**config.mk**
```make
export PLATFORM = sky130hd
export DESIGN_NAME = tkp_device_flat
export DESIGN_NICKNAME = d
export VERILOG_FILES = /design/src/verilog/tkp_pkg.sv /design/src/verilog/tkp_port_if.sv /design/src/verilog/tkp_device.sv /design/src/flat_wrapper.sv
export SDC_FILE = /design/constraint.sdc
export NUM_CORES = 1
export LEC_CHECK = 0
export BUFFER_PORTS_ARGS = -buffer_cell sky130_fd_sc_hd__buf_2
export CORE_MARGIN = 3
export CORE_UTILIZATION = 54
export DETAILED_ROUTE_END_ITERATION = 7
export GPL_TIMING_DRIVEN = 1
export MAX_ROUTING_LAYER = met4
export PLACE_DENSITY = 0.75
export SYNTH_ARGS = -nofsm -noshare
export SYNTH_HDL_FRONTEND = slang
export SYNTH_SLANG_ARGS = --single-unit
export TNS_END_PERCENT = 10
```
**constraint.sdc**
```tcl
create_clock -name mclk_in -period 2.6 [get_ports mclk_in]
set_input_delay 0 -clock mclk_in [delete_from_list [all_inputs] [get_ports mclk_in]]
set_output_delay 0 -clock mclk_in [all_outputs]
set_load 0.1 [all_outputs]
```
**src/verilog/tkp_pkg.sv**
```systemverilog
package tkp_pkg;

  // ************************************************************
  // widths and field positions
  // ************************************************************
  localparam int ACC_ADDR_W   = 21;
  localparam int DEVAD_HI     = 20;
  localparam int DEVAD_LO     = 16;
  localparam int WORD_W       = 16;
  localparam int CFG_ADDR_W   = 16;
  localparam int CORE_IDX_W   = 4;

  // ************************************************************
  // reset values
  // ************************************************************
  localparam logic [WORD_W-1:0]     WORD_RST = 16'h0000;
  localparam logic [CFG_ADDR_W-1:0] CFG_RST  = 16'h0000;
  localparam logic [ACC_ADDR_W-1:0] ADDR_RST = 21'h000000;

  typedef enum logic [2:0] {
    TKP_IDLE,
    TKP_CORE,
    TKP_REQ,
    TKP_WAIT
  } tkp_dev_state_t;

  typedef enum logic [1:0] {
    TKP_T_IDLE,
    TKP_T_BUSY,
    TKP_T_GAP
  } tkp_trn_state_t;

  // device address field of a clause-45 access
  function automatic logic [DEVAD_HI-DEVAD_LO:0] tkp_devad(input logic [ACC_ADDR_W-1:0] a);
    tkp_devad = a[DEVAD_HI:DEVAD_LO];
  endfunction

  // index into the core register store
  function automatic logic [CORE_IDX_W-1:0] tkp_core_idx(input logic [ACC_ADDR_W-1:0] a);
    tkp_core_idx = a[CORE_IDX_W-1:0];
  endfunction

endpackage

```
**src/verilog/tkp_port_if.sv**
```systemverilog
`timescale 1ns/100ps
interface tkp_port_if;
  import tkp_pkg::*;

  logic                  access_strobe;
  logic [ACC_ADDR_W-1:0] access_address;
  logic                  read_not_write;
  logic                  core_reg_select;
  logic                  xcvr_reg_select;
  logic [WORD_W-1:0]     access_write_word;
  logic [WORD_W-1:0]     access_read_word;
  logic                  read_ack;
  logic                  write_ack;
  logic                  port_request;
  logic                  port_grant;
  logic [CFG_ADDR_W-1:0] cfg_addr_out;
  logic                  cfg_en_out;
  logic [WORD_W-1:0]     cfg_wdata_out;
  logic                  cfg_we_out;
  logic [WORD_W-1:0]     cfg_rdata_in;
  logic                  cfg_ready_in;
  logic [CFG_ADDR_W-1:0] cfg_addr_in;
  logic                  cfg_en_in;
  logic [WORD_W-1:0]     cfg_wdata_in;
  logic                  cfg_we_in;
  logic [WORD_W-1:0]     cfg_rdata_out;
  logic                  cfg_ready_out;

  modport dev (
    input  access_strobe, access_address, read_not_write, core_reg_select,
    input  xcvr_reg_select, access_write_word, port_grant, cfg_rdata_in, cfg_ready_in,
    input  cfg_addr_in, cfg_en_in, cfg_wdata_in, cfg_we_in,
    output access_read_word, read_ack, write_ack, port_request,
    output cfg_addr_out, cfg_en_out, cfg_wdata_out, cfg_we_out, cfg_rdata_out, cfg_ready_out
  );

  modport trn (
    output access_strobe, access_address, read_not_write, core_reg_select,
    output xcvr_reg_select, access_write_word, port_grant, cfg_rdata_in, cfg_ready_in,
    output cfg_addr_in, cfg_en_in, cfg_wdata_in, cfg_we_in,
    input  access_read_word, read_ack, write_ack, port_request,
    input  cfg_addr_out, cfg_en_out, cfg_wdata_out, cfg_we_out, cfg_rdata_out, cfg_ready_out
  );

endinterface

```
**src/verilog/tkp_device.sv**
```systemverilog
`timescale 1ns/100ps
module tkp_device
  import tkp_pkg::*;
#(
  parameter bit HAS_MDIO   = 1'b1,
  parameter int CORE_DEPTH = 16
) (
  input  wire logic                  mclk_in,
  input  wire logic                  rst_n_in,
  tkp_port_if.dev                    port_if,
  output      logic [CFG_ADDR_W-1:0] xcvr_addr_out,
  output      logic                  xcvr_en_out,
  output      logic [WORD_W-1:0]     xcvr_wdata_out,
  output      logic                  xcvr_we_out,
  input  wire logic [WORD_W-1:0]     xcvr_rdata_in,
  input  wire logic                  xcvr_ready_in
);

  // ************************************************************
  // state
  // ************************************************************
  tkp_dev_state_t        state_r,    state_nxt;
  logic                  strobe_d_r;
  logic [ACC_ADDR_W-1:0] addr_r,     addr_nxt;
  logic                  rnw_r,      rnw_nxt;
  logic [WORD_W-1:0]     wword_r,    wword_nxt;
  logic                  core_hit_r, core_hit_nxt;
  logic [WORD_W-1:0]     rword_r,    rword_nxt;
  logic                  rack_r,     rack_nxt;
  logic                  wack_r,     wack_nxt;
  logic                  req_r,      req_nxt;
  logic [CFG_ADDR_W-1:0] caddr_r,    caddr_nxt;
  logic                  cen_r,      cen_nxt;
  logic [WORD_W-1:0]     cwdata_r,   cwdata_nxt;
  logic                  cwe_r,      cwe_nxt;
  logic                  mem_we;
  logic                  start;
  logic [WORD_W-1:0]     core_mem_r [CORE_DEPTH];

  // training signals come from logic on this clock, so no synchroniser
  assign start = port_if.access_strobe && !strobe_d_r;

  // ************************************************************
  // access sequencer
  // ************************************************************
  always_comb begin
    state_nxt    = state_r;
    addr_nxt     = addr_r;
    rnw_nxt      = rnw_r;
    wword_nxt    = wword_r;
    core_hit_nxt = core_hit_r;
    rword_nxt    = rword_r;
    rack_nxt     = 1'b0;
    wack_nxt     = 1'b0;
    req_nxt      = req_r;
    caddr_nxt    = caddr_r;
    cen_nxt      = 1'b0;
    cwdata_nxt   = cwdata_r;
    cwe_nxt      = cwe_r;
    mem_we       = 1'b0;
    case (state_r)
      TKP_IDLE: begin
        if (start) begin
          addr_nxt     = port_if.access_address;
          rnw_nxt      = port_if.read_not_write;
          wword_nxt    = port_if.access_write_word;
          // without the management option the core select is dead
          core_hit_nxt = port_if.core_reg_select && HAS_MDIO;
          if (port_if.xcvr_reg_select) begin
            req_nxt   = 1'b1;
            state_nxt = TKP_REQ;
          end else begin
            state_nxt = TKP_CORE;
          end
        end
      end
      TKP_CORE: begin
        // unselected accesses still complete so the trainer never hangs
        if (rnw_r) begin
          rword_nxt = core_hit_r ? core_mem_r[tkp_core_idx(addr_r)] : WORD_RST;
          rack_nxt  = 1'b1;
        end else begin
          mem_we    = core_hit_r;
          wack_nxt  = 1'b1;
        end
        state_nxt = TKP_IDLE;
      end
      TKP_REQ: begin
        if (port_if.port_grant) begin
          caddr_nxt  = addr_r[CFG_ADDR_W-1:0];
          cwdata_nxt = wword_r;
          cwe_nxt    = !rnw_r;
          cen_nxt    = 1'b1;
          state_nxt  = TKP_WAIT;
        end
      end
      TKP_WAIT: begin
        if (port_if.cfg_ready_in) begin
          req_nxt   = 1'b0;
          cwe_nxt   = 1'b0;
          state_nxt = TKP_IDLE;
          if (rnw_r) begin
            rword_nxt = port_if.cfg_rdata_in;
            rack_nxt  = 1'b1;
          end else begin
            wack_nxt  = 1'b1;
          end
        end
      end
      default: begin
        state_nxt = TKP_IDLE;
        req_nxt   = 1'b0;
      end
    endcase
  end

  always_ff @(posedge mclk_in or negedge rst_n_in) begin
    if (!rst_n_in) begin
      state_r    <= TKP_IDLE;
      strobe_d_r <= 1'b0;
      addr_r     <= ADDR_RST;
      rnw_r      <= 1'b0;
      wword_r    <= WORD_RST;
      core_hit_r <= 1'b0;
      rword_r    <= WORD_RST;
      rack_r     <= 1'b0;
      wack_r     <= 1'b0;
      req_r      <= 1'b0;
      caddr_r    <= CFG_RST;
      cen_r      <= 1'b0;
      cwdata_r   <= WORD_RST;
      cwe_r      <= 1'b0;
    end else begin
      state_r    <= state_nxt;
      strobe_d_r <= port_if.access_strobe;
      addr_r     <= addr_nxt;
      rnw_r      <= rnw_nxt;
      wword_r    <= wword_nxt;
      core_hit_r <= core_hit_nxt;
      rword_r    <= rword_nxt;
      rack_r     <= rack_nxt;
      wack_r     <= wack_nxt;
      req_r      <= req_nxt;
      caddr_r    <= caddr_nxt;
      cen_r      <= cen_nxt;
      cwdata_r   <= cwdata_nxt;
      cwe_r      <= cwe_nxt;
    end
  end

  // ************************************************************
  // core register store
  // ************************************************************
  // stands in for the management register space; only low index bits decode
  always_ff @(posedge mclk_in or negedge rst_n_in) begin
    if (!rst_n_in) begin
      for (int i = 0; i < CORE_DEPTH; i++) begin
        core_mem_r[i] <= WORD_RST;
      end
    end else if (mem_we) begin
      core_mem_r[tkp_core_idx(addr_r)] <= wword_r;
    end
  end

  // ************************************************************
  // user-side pass-through
  // ************************************************************
  // registered both ways: one cycle of added latency buys clean outputs
  logic [CFG_ADDR_W-1:0] uaddr_r,  uaddr_nxt;
  logic                  uen_r,    uen_nxt;
  logic [WORD_W-1:0]     uwdata_r, uwdata_nxt;
  logic                  uwe_r,    uwe_nxt;
  logic [WORD_W-1:0]     urdata_r, urdata_nxt;
  logic                  urdy_r,   urdy_nxt;

  always_comb begin
    uaddr_nxt  = port_if.cfg_addr_in;
    uen_nxt    = port_if.cfg_en_in;
    uwdata_nxt = port_if.cfg_wdata_in;
    uwe_nxt    = port_if.cfg_we_in;
    urdata_nxt = xcvr_rdata_in;
    urdy_nxt   = xcvr_ready_in;
  end

  always_ff @(posedge mclk_in or negedge rst_n_in) begin
    if (!rst_n_in) begin
      uaddr_r  <= CFG_RST;
      uen_r    <= 1'b0;
      uwdata_r <= WORD_RST;
      uwe_r    <= 1'b0;
      urdata_r <= WORD_RST;
      urdy_r   <= 1'b0;
    end else begin
      uaddr_r  <= uaddr_nxt;
      uen_r    <= uen_nxt;
      uwdata_r <= uwdata_nxt;
      uwe_r    <= uwe_nxt;
      urdata_r <= urdata_nxt;
      urdy_r   <= urdy_nxt;
    end
  end

  // ************************************************************
  // outputs
  // ************************************************************
  assign port_if.access_read_word = rword_r;
  assign port_if.read_ack         = rack_r;
  assign port_if.write_ack        = wack_r;
  assign port_if.port_request     = req_r;
  assign port_if.cfg_addr_out     = caddr_r;
  assign port_if.cfg_en_out       = cen_r;
  assign port_if.cfg_wdata_out    = cwdata_r;
  assign port_if.cfg_we_out       = cwe_r;
  assign port_if.cfg_rdata_out    = urdata_r;
  assign port_if.cfg_ready_out    = urdy_r;
  assign xcvr_addr_out            = uaddr_r;
  assign xcvr_en_out              = uen_r;
  assign xcvr_wdata_out           = uwdata_r;
  assign xcvr_we_out              = uwe_r;

endmodule

```
**src/flat_wrapper.sv**
```systemverilog
// flat-port wrapper written by rule: the top's interface ports become plain ports
module tkp_device_flat import tkp_pkg::*;
#(
  parameter bit HAS_MDIO   = 1'b1,
  parameter int CORE_DEPTH = 16
)
  (mclk_in, rst_n_in, xcvr_addr_out, xcvr_en_out, xcvr_wdata_out, xcvr_we_out, xcvr_rdata_in, xcvr_ready_in, port_if_access_strobe, port_if_access_address, port_if_read_not_write, port_if_core_reg_select, port_if_xcvr_reg_select, port_if_access_write_word, port_if_port_grant, port_if_cfg_rdata_in, port_if_cfg_ready_in, port_if_cfg_addr_in, port_if_cfg_en_in, port_if_cfg_wdata_in, port_if_cfg_we_in, port_if_access_read_word, port_if_read_ack, port_if_write_ack, port_if_port_request, port_if_cfg_addr_out, port_if_cfg_en_out, port_if_cfg_wdata_out, port_if_cfg_we_out, port_if_cfg_rdata_out, port_if_cfg_ready_out);
  tkp_port_if port_if_i ();
  input  wire logic mclk_in;
  input  wire logic rst_n_in;
  output      logic [CFG_ADDR_W-1:0] xcvr_addr_out;
  output      logic xcvr_en_out;
  output      logic [WORD_W-1:0] xcvr_wdata_out;
  output      logic xcvr_we_out;
  input  wire logic [WORD_W-1:0] xcvr_rdata_in;
  input  wire logic xcvr_ready_in;
  input wire logic [$bits(port_if_i.access_strobe)-1:0] port_if_access_strobe;
  input wire logic [$bits(port_if_i.access_address)-1:0] port_if_access_address;
  input wire logic [$bits(port_if_i.read_not_write)-1:0] port_if_read_not_write;
  input wire logic [$bits(port_if_i.core_reg_select)-1:0] port_if_core_reg_select;
  input wire logic [$bits(port_if_i.xcvr_reg_select)-1:0] port_if_xcvr_reg_select;
  input wire logic [$bits(port_if_i.access_write_word)-1:0] port_if_access_write_word;
  input wire logic [$bits(port_if_i.port_grant)-1:0] port_if_port_grant;
  input wire logic [$bits(port_if_i.cfg_rdata_in)-1:0] port_if_cfg_rdata_in;
  input wire logic [$bits(port_if_i.cfg_ready_in)-1:0] port_if_cfg_ready_in;
  input wire logic [$bits(port_if_i.cfg_addr_in)-1:0] port_if_cfg_addr_in;
  input wire logic [$bits(port_if_i.cfg_en_in)-1:0] port_if_cfg_en_in;
  input wire logic [$bits(port_if_i.cfg_wdata_in)-1:0] port_if_cfg_wdata_in;
  input wire logic [$bits(port_if_i.cfg_we_in)-1:0] port_if_cfg_we_in;
  output wire logic [$bits(port_if_i.access_read_word)-1:0] port_if_access_read_word;
  output wire logic [$bits(port_if_i.read_ack)-1:0] port_if_read_ack;
  output wire logic [$bits(port_if_i.write_ack)-1:0] port_if_write_ack;
  output wire logic [$bits(port_if_i.port_request)-1:0] port_if_port_request;
  output wire logic [$bits(port_if_i.cfg_addr_out)-1:0] port_if_cfg_addr_out;
  output wire logic [$bits(port_if_i.cfg_en_out)-1:0] port_if_cfg_en_out;
  output wire logic [$bits(port_if_i.cfg_wdata_out)-1:0] port_if_cfg_wdata_out;
  output wire logic [$bits(port_if_i.cfg_we_out)-1:0] port_if_cfg_we_out;
  output wire logic [$bits(port_if_i.cfg_rdata_out)-1:0] port_if_cfg_rdata_out;
  output wire logic [$bits(port_if_i.cfg_ready_out)-1:0] port_if_cfg_ready_out;
  assign port_if_i.access_strobe = port_if_access_strobe;
  assign port_if_i.access_address = port_if_access_address;
  assign port_if_i.read_not_write = port_if_read_not_write;
  assign port_if_i.core_reg_select = port_if_core_reg_select;
  assign port_if_i.xcvr_reg_select = port_if_xcvr_reg_select;
  assign port_if_i.access_write_word = port_if_access_write_word;
  assign port_if_i.port_grant = port_if_port_grant;
  assign port_if_i.cfg_rdata_in = port_if_cfg_rdata_in;
  assign port_if_i.cfg_ready_in = port_if_cfg_ready_in;
  assign port_if_i.cfg_addr_in = port_if_cfg_addr_in;
  assign port_if_i.cfg_en_in = port_if_cfg_en_in;
  assign port_if_i.cfg_wdata_in = port_if_cfg_wdata_in;
  assign port_if_i.cfg_we_in = port_if_cfg_we_in;
  assign port_if_access_read_word = port_if_i.access_read_word;
  assign port_if_read_ack = port_if_i.read_ack;
  assign port_if_write_ack = port_if_i.write_ack;
  assign port_if_port_request = port_if_i.port_request;
  assign port_if_cfg_addr_out = port_if_i.cfg_addr_out;
  assign port_if_cfg_en_out = port_if_i.cfg_en_out;
  assign port_if_cfg_wdata_out = port_if_i.cfg_wdata_out;
  assign port_if_cfg_we_out = port_if_i.cfg_we_out;
  assign port_if_cfg_rdata_out = port_if_i.cfg_rdata_out;
  assign port_if_cfg_ready_out = port_if_i.cfg_ready_out;
  tkp_device #(.HAS_MDIO(HAS_MDIO), .CORE_DEPTH(CORE_DEPTH)) u_core (.mclk_in(mclk_in), .rst_n_in(rst_n_in), .port_if(port_if_i), .xcvr_addr_out(xcvr_addr_out), .xcvr_en_out(xcvr_en_out), .xcvr_wdata_out(xcvr_wdata_out), .xcvr_we_out(xcvr_we_out), .xcvr_rdata_in(xcvr_rdata_in), .xcvr_ready_in(xcvr_ready_in));
endmodule
```
Yosys cells after proc, flatten, opt, wreduce, memory -nomap -nowiden
Cells that the tools add are included.
{ "word_totals": {"ff_bits": 398, "inputBits": 112, "wordCells": 95} }
{ "classes": {"n_lt_le_gt_ge": 2, "eq_ne": 9, "muxes": 32, "bitwise": 2, "n_reduce_logical": 14} }
{ "op_table": {"columns": ["operator", "n"], "rows": [
  ["bitwise mux 256 bit", 1],
  ["2-to-1 mux 16 bit", 7],
  ["binary-select mux 16 bit (select 4 bit)", 1],
  ["demux 16 bit (select 4 bit)", 1],
  ["one-hot mux 16 bit (2 select lines)", 1],
  ["2-to-1 mux 1 bit", 12],
  ["2-to-1 mux 3 bit", 3],
  ["one-hot mux 3 bit (3 select lines)", 1],
  ["AND reduction 4 bit", 2],
  ["== test 3 x 2 -> 1 bit, second input constant", 2],
  ["!= test 2 x 1 -> 1 bit, second input constant", 3],
  ["!= test 2 bit, second input constant", 3],
  ["one-hot mux 1 bit (2 select lines)", 3],
  ["AND reduction 3 bit", 2],
  [">= comparator 5 bit, second input constant", 1],
  ["less-than comparator 5 x 1 -> 1 bit, second input constant", 1],
  ["NOT 4 -> 5 bit", 1],
  ["AND reduction 2 bit", 2],
  ["nonzero test 2 bit", 2],
  ["== test 3 x 1 -> 1 bit, second input constant", 1],
  ["logical NOT 3 bit", 1],
  ["one-hot mux 1 bit (3 select lines)", 1],
  ["logical AND 1 bit", 2],
  ["logical NOT 1 bit", 2],
  ["3 further kinds", 3]
]} }

Depth between registers and ports, before layout
Gate-level depths: netlist of run 1.
{ "logic_depth": {"word_depth": 7, "mapped_depth": 7, "depth_no_buf": 6} }

Worst setup path after synthesis of run 1
OpenSTA, ideal clock, no wires.
{ "synth_path": {"path_type": "register -> register", "start": "register u_core.state_r[1]", "end": "register u_core.core_mem_r[181] in the netlist's numbering", "setup_ps": 125, "arrival_ps": 1786, "path_slack_ps": 690, "path_stages_with_launch": 7, "n_path_buf": 1, "period_less_slack_ps": 1910, "cell_sequence": "dfrtp_1 -> inv_1 -> ha_1 -> nand3_1 -> nor3_2 -> buf_6 -> mux2_2"} }
{ "synth_between": {"elab_chain_len": 2} }
{ "synth_rtl": {"columns": ["element", "line", "text"], "rows": [
  ["start: declaration", "tkp_device.sv:22", "tkp_dev_state_t state_r, state_nxt;"],
  ["start signal: assignment", "tkp_device.sv:134", "state_r <= state_nxt;"],
  ["== test 3 x 1 -> 1 bit", "tkp_device.sv:61", "case (state_r)"],
  ["2-to-1 mux 1 bit", "tkp_device.sv:61", null],
  ["end signal: indexed assignment", "tkp_device.sv:161", "core_mem_r[tkp_core_idx(addr_r)] <= wword_r;"],
  ["end: declaration", "tkp_device.sv:38", "logic [WORD_W-1:0] core_mem_r [CORE_DEPTH];"]
]} }
Every way passes these cells.
A chain may end at the register's enable or synchronous reset.

Worst setup path in the final report of run 1
{ "layout_path": {"start": "register u_core.addr_r[0]", "end": "register u_core.rword_r[6], in the netlist u_core.port_if.access_read_word[6]"} }
{ "layout_between": {"elab_chain_len": 7} }
{ "layout_rtl": {"columns": ["element", "line", "text"], "rows": [
  ["start: declaration", "tkp_device.sv:24", "logic [ACC_ADDR_W-1:0] addr_r, addr_nxt;"],
  ["start signal: assignment", "tkp_device.sv:136", "addr_r <= addr_nxt;"],
  ["NOT 4 -> 5 bit (not written as such)", "tkp_device.sv:80", "rword_nxt = core_hit_r ? core_mem_r[tkp_core_idx(addr_r)] : WORD_RST;"],
  ["binary-select mux 16 bit (select 4 bit)", "tkp_device.sv:80", null],
  ["2-to-1 mux 16 bit (not written as such) (2 in series)", "tkp_device.sv:80", null],
  ["2-to-1 mux 16 bit", "tkp_device.sv:80", null],
  ["2-to-1 mux 16 bit", "tkp_device.sv:79", "if (rnw_r) begin"],
  ["one-hot mux 16 bit (2 select lines)", "tkp_device.sv:61", null],
  ["end signal: assignment", "tkp_device.sv:140", "rword_r <= rword_nxt;"],
  ["end: declaration", "tkp_device.sv:28", "logic [WORD_W-1:0] rword_r, rword_nxt;"]
]} }
Every way passes these cells. The select of a mux whose other input is x is not followed.

==> results of run 1 <==
## worst max-delay path: cells and delay by family, from the launching register on
| kind | cells | cell delay [ns] |
|---|---|---|
| simple gates | 1 | 0.09 |
| buf+inv | 1 | 0.24 |
| compound gates | 2 | 0.55 |
| flops | 1 | 0.76 |
| mux | 1 | 0.58 |
## power by group
part / total (µW) / switching [µW] / leakage (µW) / internal (µW)
Sequential: 9720 / 1690 / 0.00521 / 8040
Clock: 5510 / 2290 / 0.000617 / 3230
Combinational: 8570 / 5260 / 0.00421 / 3310
## logic make-up (layout without fill, tap and decap cells)
kind of cell,after synthesis,after routing,synth area share
flops,397,397,0.601
mux,387,387,0.312
simple gates,92,92,0.0282
buf+inv,76,436,0.0279
compound gates,57,57,0.0279
fa+ha+maj,4,4,0.00303
## worst paths after layout
kind	slack [ns]	startpoint	to
max	0.24	u_core.addr_r[0]$_DFFE_PN0P_	u_core.port_if.access_read_word[6]$_DFFE_PN0P_
min	0.09	rst_n_in	u_core.port_if.cfg_en_out$_DFF_PN0_
max reg2reg	0.24	u_core.addr_r[0]$_DFFE_PN0P_	u_core.port_if.access_read_word[6]$_DFFE_PN0P_
min reg2reg	0.49	u_core.core_mem_r[123]$_DFFE_PN0P_	u_core.core_mem_r[123]$_DFFE_PN0P_
max in group asynchronous	1.68	rst_n_in	u_core.core_mem_r[64]$_DFFE_PN0P_
min in group mclk_in	0.11	port_if_cfg_addr_in[13]	u_core.xcvr_addr_out[13]$_DFF_PN0_
## state kept, by name (all words and copies together) (netlist names)
name                             flops
u_core.port_if.cfg_rdata_out        16
u_core.port_if.cfg_we_out            1
u_core.port_if.cfg_en_out            1
u_core.addr_r                       16
u_core.port_if.port_request          1
u_core.rnw_r                         1
u_core.port_if.cfg_ready_out         1
u_core.strobe_d_r                    1
u_core.port_if.read_ack              1
u_core.core_hit_r                    1
u_core.port_if.write_ack             1
u_core.wword_r                      16
u_core.port_if.cfg_addr_out         16
u_core.port_if.access_read_word     16
u_core.xcvr_addr_out                16
u_core.state_r                       2
u_core.port_if.cfg_wdata_out        16
u_core.xcvr_wdata_out               16
u_core.xcvr_en_out                   1
u_core.core_mem_r                  256
u_core.xcvr_we_out                   1
## metal layers
metal | global-route usage | share of wire
met1 | 0.337 | 0.45
met2 | 0.388 | 0.49
met3 | 0.0326 | 0.047
met4 | 0.0567 | 0.020
met5 | - | 0
## cell usage after synthesis, types with 6 or more instances
cell type,count
buf_2,13
buf_4,6
nor2_2,9
mux2_2,313
mux4_1,22
nand2b_1,6
clkbuf_1,35
a221o_1,16
nor2_1,21
dfrtp_1,397
nand2_1,37
mux4_2,42
mux2_1,10
a22oi_1,32
## stage by stage
step                      hold WS [ns]   util  power (µW)  cells  setup slack (ns)
after floorplan                 -0.296      -       16100   1013             0.690
after global placement          0.0706  0.610       18000   1586             0.284
after detailed placement        0.0704  0.610       18300   1586             0.259
after CTS                       0.0871  0.688       24000   1763             0.232
after global routing             0.108  0.688       24900   1763             0.119
final                           0.0914  0.688       23800   1763             0.241
## layout make-up
| class | count | area share |
|---|---|---|
| inverters | 5 | 0.000913 |
| clock buffers | 64 | 0.0596 |
| multi-input cells | 540 | 0.299 |
| clock inverters | 6 | 0.00176 |
| well taps | 390 | 0.0237 |
| repair buffers | 361 | 0.132 |
| flip-flops and latches | 397 | 0.483 |
==> impl_metrics.csv, run 1 <==
group,metric,value,unit
outcome,outcome,"complete, no violations",
clock_network,cts.sinks,397,
setup_path,worstSetupStartpointType,"flip-flop",
synth,synth_cells,1013,
final_layout,syn_to_final_growth,24.4,%
final_layout,drive_gt1_frac,0.497,
synth,synth_warnings,0,
sta,max_slew_margin,0.334,
final_layout,mostFrequentLayoutCell,"dfrtp_1",
setup_path,path_max_fanout,25,
drt,drt_iter0_markers,618,
placed_design,port-buffer-count,210,
placed_design,globalplace.congestion,0.759,
setup_path,crit_required,3.01,ns
final_layout,antenna_cells,0,
global_route,grt_antenna_before_repair,0,
drt,first_pass_iters,4,
final_layout,regArea,9940,µm²
final_layout,multi_input_area,6140,µm²
run,drv_cap,0,
sta,slew_violations,0,
sta,period_share,0.907,
sta,hold_viol,0,
global_route,grt_usage,0.242,
placed_design,dp_hpwl,23.0,mm
global_route,grt-ovfl-total,0,
pwr,ir_drop,0.682,mV
drt,drt-total-wl,38.1,mm
synth,yosysTopAreaCell,"dfrtp_1",
sta,setup_viol_count_final,0,
setup_path,critical-path-slowest-cell,"dfrtp_4",
clock_network,cts_tree,"done",
synth,synth_area_per_cell,16.3,µm²
global_route,grt_pass1_wl,61.2,mm
floorplanning,die_h,181,µm
clock_network,ctsResizeCount,0,
synth,ys_seq_area_frac,0.601,
floorplanning,die_area,32800,µm²
clock_network,cts_buffers,41,
sta,finalCriticalPeriod,2.36,ns
drt,routed_via_density,5.70,
drt,vias,10100,
synth,syn_nets,1129,
clock_network,clk_latency,0.53,ns
synth,ys.flop_type,"dfrtp_1",
placed_design,place_area,18200,µm²
synth,ys_ff_latch,397,
clock_network,holdBufCountCts,107,
clock_network,cts_buffer_depth,3,
final_layout,layout_common_cells,"dfrtp_1, mux2_2, buf_2, dlygate4sd3_1, clkbuf_16",
floorplanning,rows,63,
pwr,p_leak,0.0100,µW
synth,yosysTopAreaCellShare,0.601,
clock_network,htree_levels,2,
pwr,power_density,1160,nW/µm²
sta,fin_skew,0.0127,ns
sta,setup_tns,0,ns
drt,wire_per_inst,21.6,µm
global_route,grt_max_degree,87,
final_layout,nets,1462,
floorplanning,core_area,29900,µm²
setup_path,critPathKind,"flip-flop to flip-flop",
setup_path,reg2regPathDepth,5,
hold_path,hp-class,"primary input to async pin",
synth,synth.area.top_cells,"dfrtp_1, mux2_2, mux4_2, mux4_1, a22oi_1",
sta,rsz0062_at_grt,"no",
drt,ant_nets,0,
synth,async_reset_ff_frac,1.00,
global_route,grt_pass1_vias,10900,
setup_path,cpPeakStageDelay,0.76,ns
clock_network,clkTransAtPathRegs,0.06,ns
clock_network,post_cts_buffers,0,
sta,max_freq,424,MHz
final_layout,final_cell_area,20600,µm²
setup_path,cp.arrival,2.76,ns
setup_path,end_kind,"flip-flop",
setup_path,worstPathCellList,"buf_12, mux4_1, a22oi_1, nand2_1, a221o_1",
floorplanning,initial_utilization,0.553,
final_layout,nFillCells,2013,
drt,drc,0,
synth,synth_area,16500,µm²
synth,synth_edf_count,0,
floorplanning,die_x,181,µm
floorplanning,io_pins,216,
sta,tightest_slew,0.999,ns
synth,synth_cell_type_count,36,
clock_network,root_buffer,"clkbuf_16",
Power figures use the tool's default switching activity.
==> run 2, diff against run 1 <==
- CORE_UTILIZATION: 54 -> 58
- PLACE_DENSITY: 0.75 -> 0.8
==> run 2 against run 1 <==
  * Final area fell by 0.26%
  * Non-clock buffer count grew 12
  * Largest power group unchanged
  * Register-to-register slack barely moved
==> impl_metrics.csv, run 2 (synthesis gave the netlist of run 1 again) <==
group,metric,value,unit
drt,vias,10100,
drt,wire_per_inst,21.4,µm
placed_design,port-buffer-count,210,
drt,drt-total-wl,37.8,mm
setup_path,reg2regPathDepth,5,
run,drv_cap,0,
final_layout,utilization,0.734,
final_layout,layout_common_cells,"dfrtp_1, mux2_2, buf_2, dlygate4sd3_1, buf_4",
floorplanning,rows,61,
final_layout,regMostFlops,"u_core.core_mem_r",
setup_path,crit_required,3.00,ns
floorplanning,die_h,175,µm
floorplanning,core_area,27900,µm²
sta,slew_violations,0,
floorplanning,die_x,175,µm
sta,max_slew_margin,0.367,
setup_path,timing.rr.end,"u_core.port_if.access_read_word[1]$_DFFE_PN0P_",
setup_path,critPathKind,"flip-flop to flip-flop",
sta,setup_tns,0,ns
final_layout,largest_register_ffs,256,
clock_network,ctsResizeCount,0,
clock_network,clkTransAtPathRegs,0.06,ns
drt,ant_nets,0,
final_layout,nets,1474,
pwr,ir_drop,0.730,mV
setup_path,reg2reg_from,"u_core.addr_r[0]$_DFFE_PN0P_",
clock_network,htree_levels,2,
sta,setup_slack,0.256,ns
final_layout,nFillCells,1786,
floorplanning,initial_utilization,0.592,
sta,tightest_slew,0.949,ns
pwr,p_leak,0.0101,µW
final_layout,syn_to_final_growth,24.0,%
clock_network,cts_buffer_depth,3,
hold_path,hp-class,"primary input to async pin",
drt,drt_iter0_markers,503,
global_route,grt-ovfl-total,0,
final_layout,mostFrequentLayoutCell,"dfrtp_1",
setup_path,r2r_slack,0.26,ns
sta,setup_viol_count_final,0,
clock_network,clk_latency,0.53,ns
final_layout,final_cells,1763,
sta,rsz0062_at_grt,"no",
setup_path,path_max_fanout,22,
floorplanning,io_pins,216,
global_route,grt_pass1_wl,60.3,mm
placed_design,globalplace.congestion,0.787,
pwr,power_density,1160,nW/µm²
setup_path,worstSetupStartpointType,"flip-flop",
setup_path,end_kind,"flip-flop",
clock_network,cts_tree,"done",
global_route,grt_usage,0.260,
clock_network,cts.sinks,397,
drt,first_pass_iters,7,
global_route,grt_antenna_before_repair,0,
outcome,outcome,"complete, no violations",
sta,hold_viol,0,
sta,period_share,0.901,
floorplanning,die_area,30600,µm²
sta,max_freq,427,MHz
clock_network,cts_buffers,41,
clock_network,post_cts_buffers,0,
placed_design,dp_hpwl,23.6,mm
sta,finalCriticalPeriod,2.34,ns
placed_design,place_ws,0.259,ns
drt,drc,0,
setup_path,cp.arrival,2.74,ns
global_route,grt_pass1_vias,10900,
sta,fin_skew,0.0174,ns
placed_design,dp_cells,1586,
final_layout,drive_gt1_frac,0.504,
global_route,grt_max_degree,105,
clock_network,holdBufCountCts,107,
final_layout,antenna_cells,0,
drt,routed_via_density,5.72,
clock_network,root_buffer,"clkbuf_16",
## run 2: changes by cell type in the layout (fill, tap and decap cells not counted), sizes merged
cell    previous run  this run
buf              254       266
clkinv             4         8
inv                6         5
clkbuf            64        61
## run 2: per-stage QoR
step | power (µW) | instance area, µm² | hold slack [ns]
6_report | 23900 | 20500 | 0.0105
5_1_grt | 25000 | 20500 | 0.0463
4_1_cts | 24000 | 20500 | 0.0221
3_5_place_dp | 18300 | 18200 | -0.0179
3_3_place_gp | 18000 | 18200 | -0.0234
2_1_floorplan | 16100 | 16500 | -0.296
## run 2: worst max-delay path by stage
stage	from	end	slack, ns	cells past startpoint
floorplan	u_core.state_r[1]$_DFFE_PN0P_	u_core.core_mem_r[181]$_DFFE_PN0P_	0.69	6
global placement	u_core.addr_r[0]$_DFFE_PN0P_	u_core.port_if.access_read_word[1]$_DFFE_PN0P_	0.30	5
detailed placement	u_core.addr_r[0]$_DFFE_PN0P_	u_core.port_if.access_read_word[12]$_DFFE_PN0P_	0.26	6
CTS	u_core.addr_r[0]$_DFFE_PN0P_	u_core.port_if.access_read_word[1]$_DFFE_PN0P_	0.24	5
global route	u_core.addr_r[0]$_DFFE_PN0P_	u_core.port_if.access_read_word[12]$_DFFE_PN0P_	0.14	6
finish	u_core.addr_r[0]$_DFFE_PN0P_	u_core.port_if.access_read_word[1]$_DFFE_PN0P_	0.26	5
## run 2: layer usage
layer,share of wire,GRT usage
met5,0,-
met4,0.019,0.0608
met3,0.056,0.0389
met2,0.49,0.418
met1,0.43,0.358
## run 2: power by group
part           switching [µW]  internal, µW  total, µW
Sequential               1660          8040       9700
Clock                    2300          3220       5520
Combinational            5310          3340       8650
## run 2: area by class of cell
class	instances	area (µm²)	share of cell area
multi-input combinational	540	6140	0.299
clock buffer	61	1210	0.0591
tap	378	473	0.0231
clock inverter	9	58.8	0.00287
sequential	397	9940	0.485
timing repair buffer	373	2670	0.130
inverter	5	18.8	0.000915
## run 2: worst max-delay path: stages, from the launching register on
cell,delay (ns)
dfrtp_4,0.62
buf_12,0.24
mux4_1,0.59
a22oi_1,0.25
nand2_1,0.16
a221o_1,0.34
==> run 3, diff against run 2 <==
- PLACE_DENSITY: 0.8 -> 0.81
==> run 3 against run 2 <==
  * Core utilization is 0.19 points higher
  * Sequential power is 0.4% higher
  * Final cell count is 0.11% lower
  * Register-to-register slack hardly changed
==> impl_metrics.csv, run 3 (synthesis gave the netlist of run 1 again) <==
group,metric,value,unit
drt,drt-total-wl,37.3,mm
sta,setup_tns,0,ns
clock_network,cts.sinks,397,
hold_path,hp-class,"primary input to flip-flop",
setup_path,timing.rr.end,"u_core.port_if.access_read_word[15]$_DFFE_PN0P_",
floorplanning,die_h,175,µm
clock_network,clkTransAtPathRegs,0.06,ns
outcome,outcome,"complete, no violations",
pwr,power_frac_comb,0.353,
global_route,grt_usage,0.258,
floorplanning,io_pins,216,
placed_design,dp_cells,1578,
setup_path,r2r_slack,0.25,ns
final_layout,final_cell_area,20600,µm²
clock_network,clk_latency,0.53,ns
hold_path,min_from,"port_if_cfg_addr_in[10]",
clock_network,htree_levels,2,
sta,hold_viol,0,
hold_path,hold_depth,2,
sta,finalCriticalPeriod,2.35,ns
placed_design,place_ws,0.244,ns
placed_design,port-buffer-count,210,
final_layout,drive_gt1_frac,0.503,
setup_path,path_max_fanout,16,
final_layout,syn_to_final_growth,24.4,%
pwr,p_leak,0.0101,µW
clock_network,post_cts_buffers,0,
pwr,power_density,1180,nW/µm²
setup_path,critPathKind,"flip-flop to flip-flop",
drt,vias,10100,
pwr,p_int,14900,µW
clock_network,holdBufCountCts,107,
final_layout,mostFrequentLayoutCell,"dfrtp_1",
drt,ant_nets,0,
floorplanning,initial_utilization,0.592,
drt,drc,0,
clock_network,cts_tree,"done",
clock_network,cts_buffer_depth,3,
final_layout,largest_register_ffs,256,
sta,period_share,0.904,
sta,setup_slack,0.250,ns
global_route,grt_max_degree,95,
sta,setup_viol_count_final,0,
setup_path,worst-path-buf-inv,1,
final_layout,layout_common_cells,"dfrtp_1, mux2_2, buf_2, dlygate4sd3_1, clkbuf_16",
drt,routed_via_density,5.71,
setup_path,reg2regPathDepth,6,
sta,slew_violations,0,
global_route,grt-ovfl-total,0,
setup_path,worstSetupStartpointType,"flip-flop",
final_layout,final_cells,1761,
setup_path,reg2reg_from,"u_core.state_r[1]$_DFFE_PN0P_",
drt,wire_per_inst,21.2,µm
hold_path,worstHoldEndpoint,"u_core.xcvr_addr_out[10]$_DFF_PN0_",
floorplanning,die_area,30600,µm²
final_layout,regMostFlops,"u_core.core_mem_r",
floorplanning,rows,61,
setup_path,end_kind,"flip-flop",
drt,first_pass_iters,5,
global_route,grt_antenna_before_repair,0,
placed_design,place_area,18100,µm²
setup_path,cp_top_family,"simple AND/OR/NAND/NOR gates",
sta,tightest_slew,1.06,ns
pwr,sw_frac_of_total,0.386,
final_layout,antenna_cells,0,
setup_path,crit_required,3.05,ns
final_layout,nets,1467,
clock_network,root_buffer,"clkbuf_16",
sta,max_freq,425,MHz
placed_design,globalplace.congestion,0.804,
setup_path,cp.arrival,2.80,ns
setup_path,startpoint,"u_core.state_r[1]$_DFFE_PN0P_",
setup_path,critical-path-slowest-cell,"nor3b_2",
placed_design,dp_hpwl,22.8,mm
floorplanning,die_x,175,µm
global_route,grt_pass1_vias,11200,
pwr,ir_drop,0.594,mV
sta,fin_skew,0.00929,ns
sta,max_slew_margin,0.291,
final_layout,nFillCells,1750,
clock_network,cts_buffers,42,
run,drv_cap,0,
pwr,clockPowerShare,0.245,
pwr,power_frac_seq,0.402,
setup_path,worstPathCellList,"inv_1, ha_1, mux2_2, nand2_1, nor3b_2, a221o_1",
drt,drt_iter0_markers,601,
floorplanning,core_area,27900,µm²
global_route,grt_pass1_wl,60.7,mm
clock_network,ctsResizeCount,0,
setup_path,cpPeakStageDelay,0.86,ns
sta,rsz0062_at_grt,"no",
pwr,p_switching,9340,µW
==> run 3: cell types whose count changed in the layout (fill, tap and decap cells not counted), sizes merged <==
| cell | delta |
|---|---|
| bufinv | +1 |
| clkbuf | +4 |
| clkinvlp | +5 |
| buf | -8 |
| clkinv | -4 |
==> run 3: metrics by stage <==
stage	hold WS [ns]	utilization	power [µW]
floorplan	-0.296	-	16100
global route	0.102	0.736	25300
finish	0.112	0.736	24200
global placement	0.0882	0.648	17800
CTS	0.0918	0.736	24300
detailed placement	0.0960	0.648	18200
==> run 3: area by class of cell <==
cell class                      count  area, µm²  share of cell area
Multi-Input combinational cell    540       6140               0.299
Timing Repair Buffer              365       2590               0.126
Clock inverter                     11       95.1             0.00463
Sequential cell                   397       9940               0.483
Inverter                            5       18.8            0.000913
Tap cell                          378        473              0.0230
Clock buffer                       65       1300              0.0633
==> run 3: worst register-to-register path, cell delays in order (launching register included) <==
cell,delay (ns)
dfrtp_1,0.41
inv_1,0.10
ha_1,0.32
mux2_2,0.22
nand2_1,0.08
nor3b_2,0.86
a221o_1,0.30
==> run 3: how the worst max path moves through the flow <==
stage / endpoint / slack, ns / cells past startpoint
after global routing: u_core.port_if.access_read_word[9]$_DFFE_PN0P_ / 0.08 / 6
after CTS: u_core.port_if.access_read_word[8]$_DFFE_PN0P_ / 0.23 / 5
final: u_core.port_if.access_read_word[15]$_DFFE_PN0P_ / 0.25 / 6
after floorplan: u_core.core_mem_r[181]$_DFFE_PN0P_ / 0.69 / 6
after detailed placement: u_core.port_if.access_read_word[8]$_DFFE_PN0P_ / 0.24 / 5
after global placement: u_core.port_if.access_read_word[8]$_DFFE_PN0P_ / 0.31 / 5
==> run 3: metal layers <==
layer / GRT usage / wire length, µm / up-vias
li1: - / - / 4406
met1: 0.348 / 16300 / 5269
met2: 0.424 / 18400 / 328
met3: 0.0424 / 2010 / 54
met4: 0.0529 / 614 / 0
met5: - / 0 / -
==> run 3: power groups by stage <==
stage          registers, µW  logic (µW)  clock network, µW
6_report                9740        8530               5930
4_1_cts                 9690        8570               6030
2_1_floorplan          11800        4380                  0
3_3_place_gp            9610        8210                  0
3_5_place_dp            9770        8380                  0
5_1_grt                10000        9000               6300
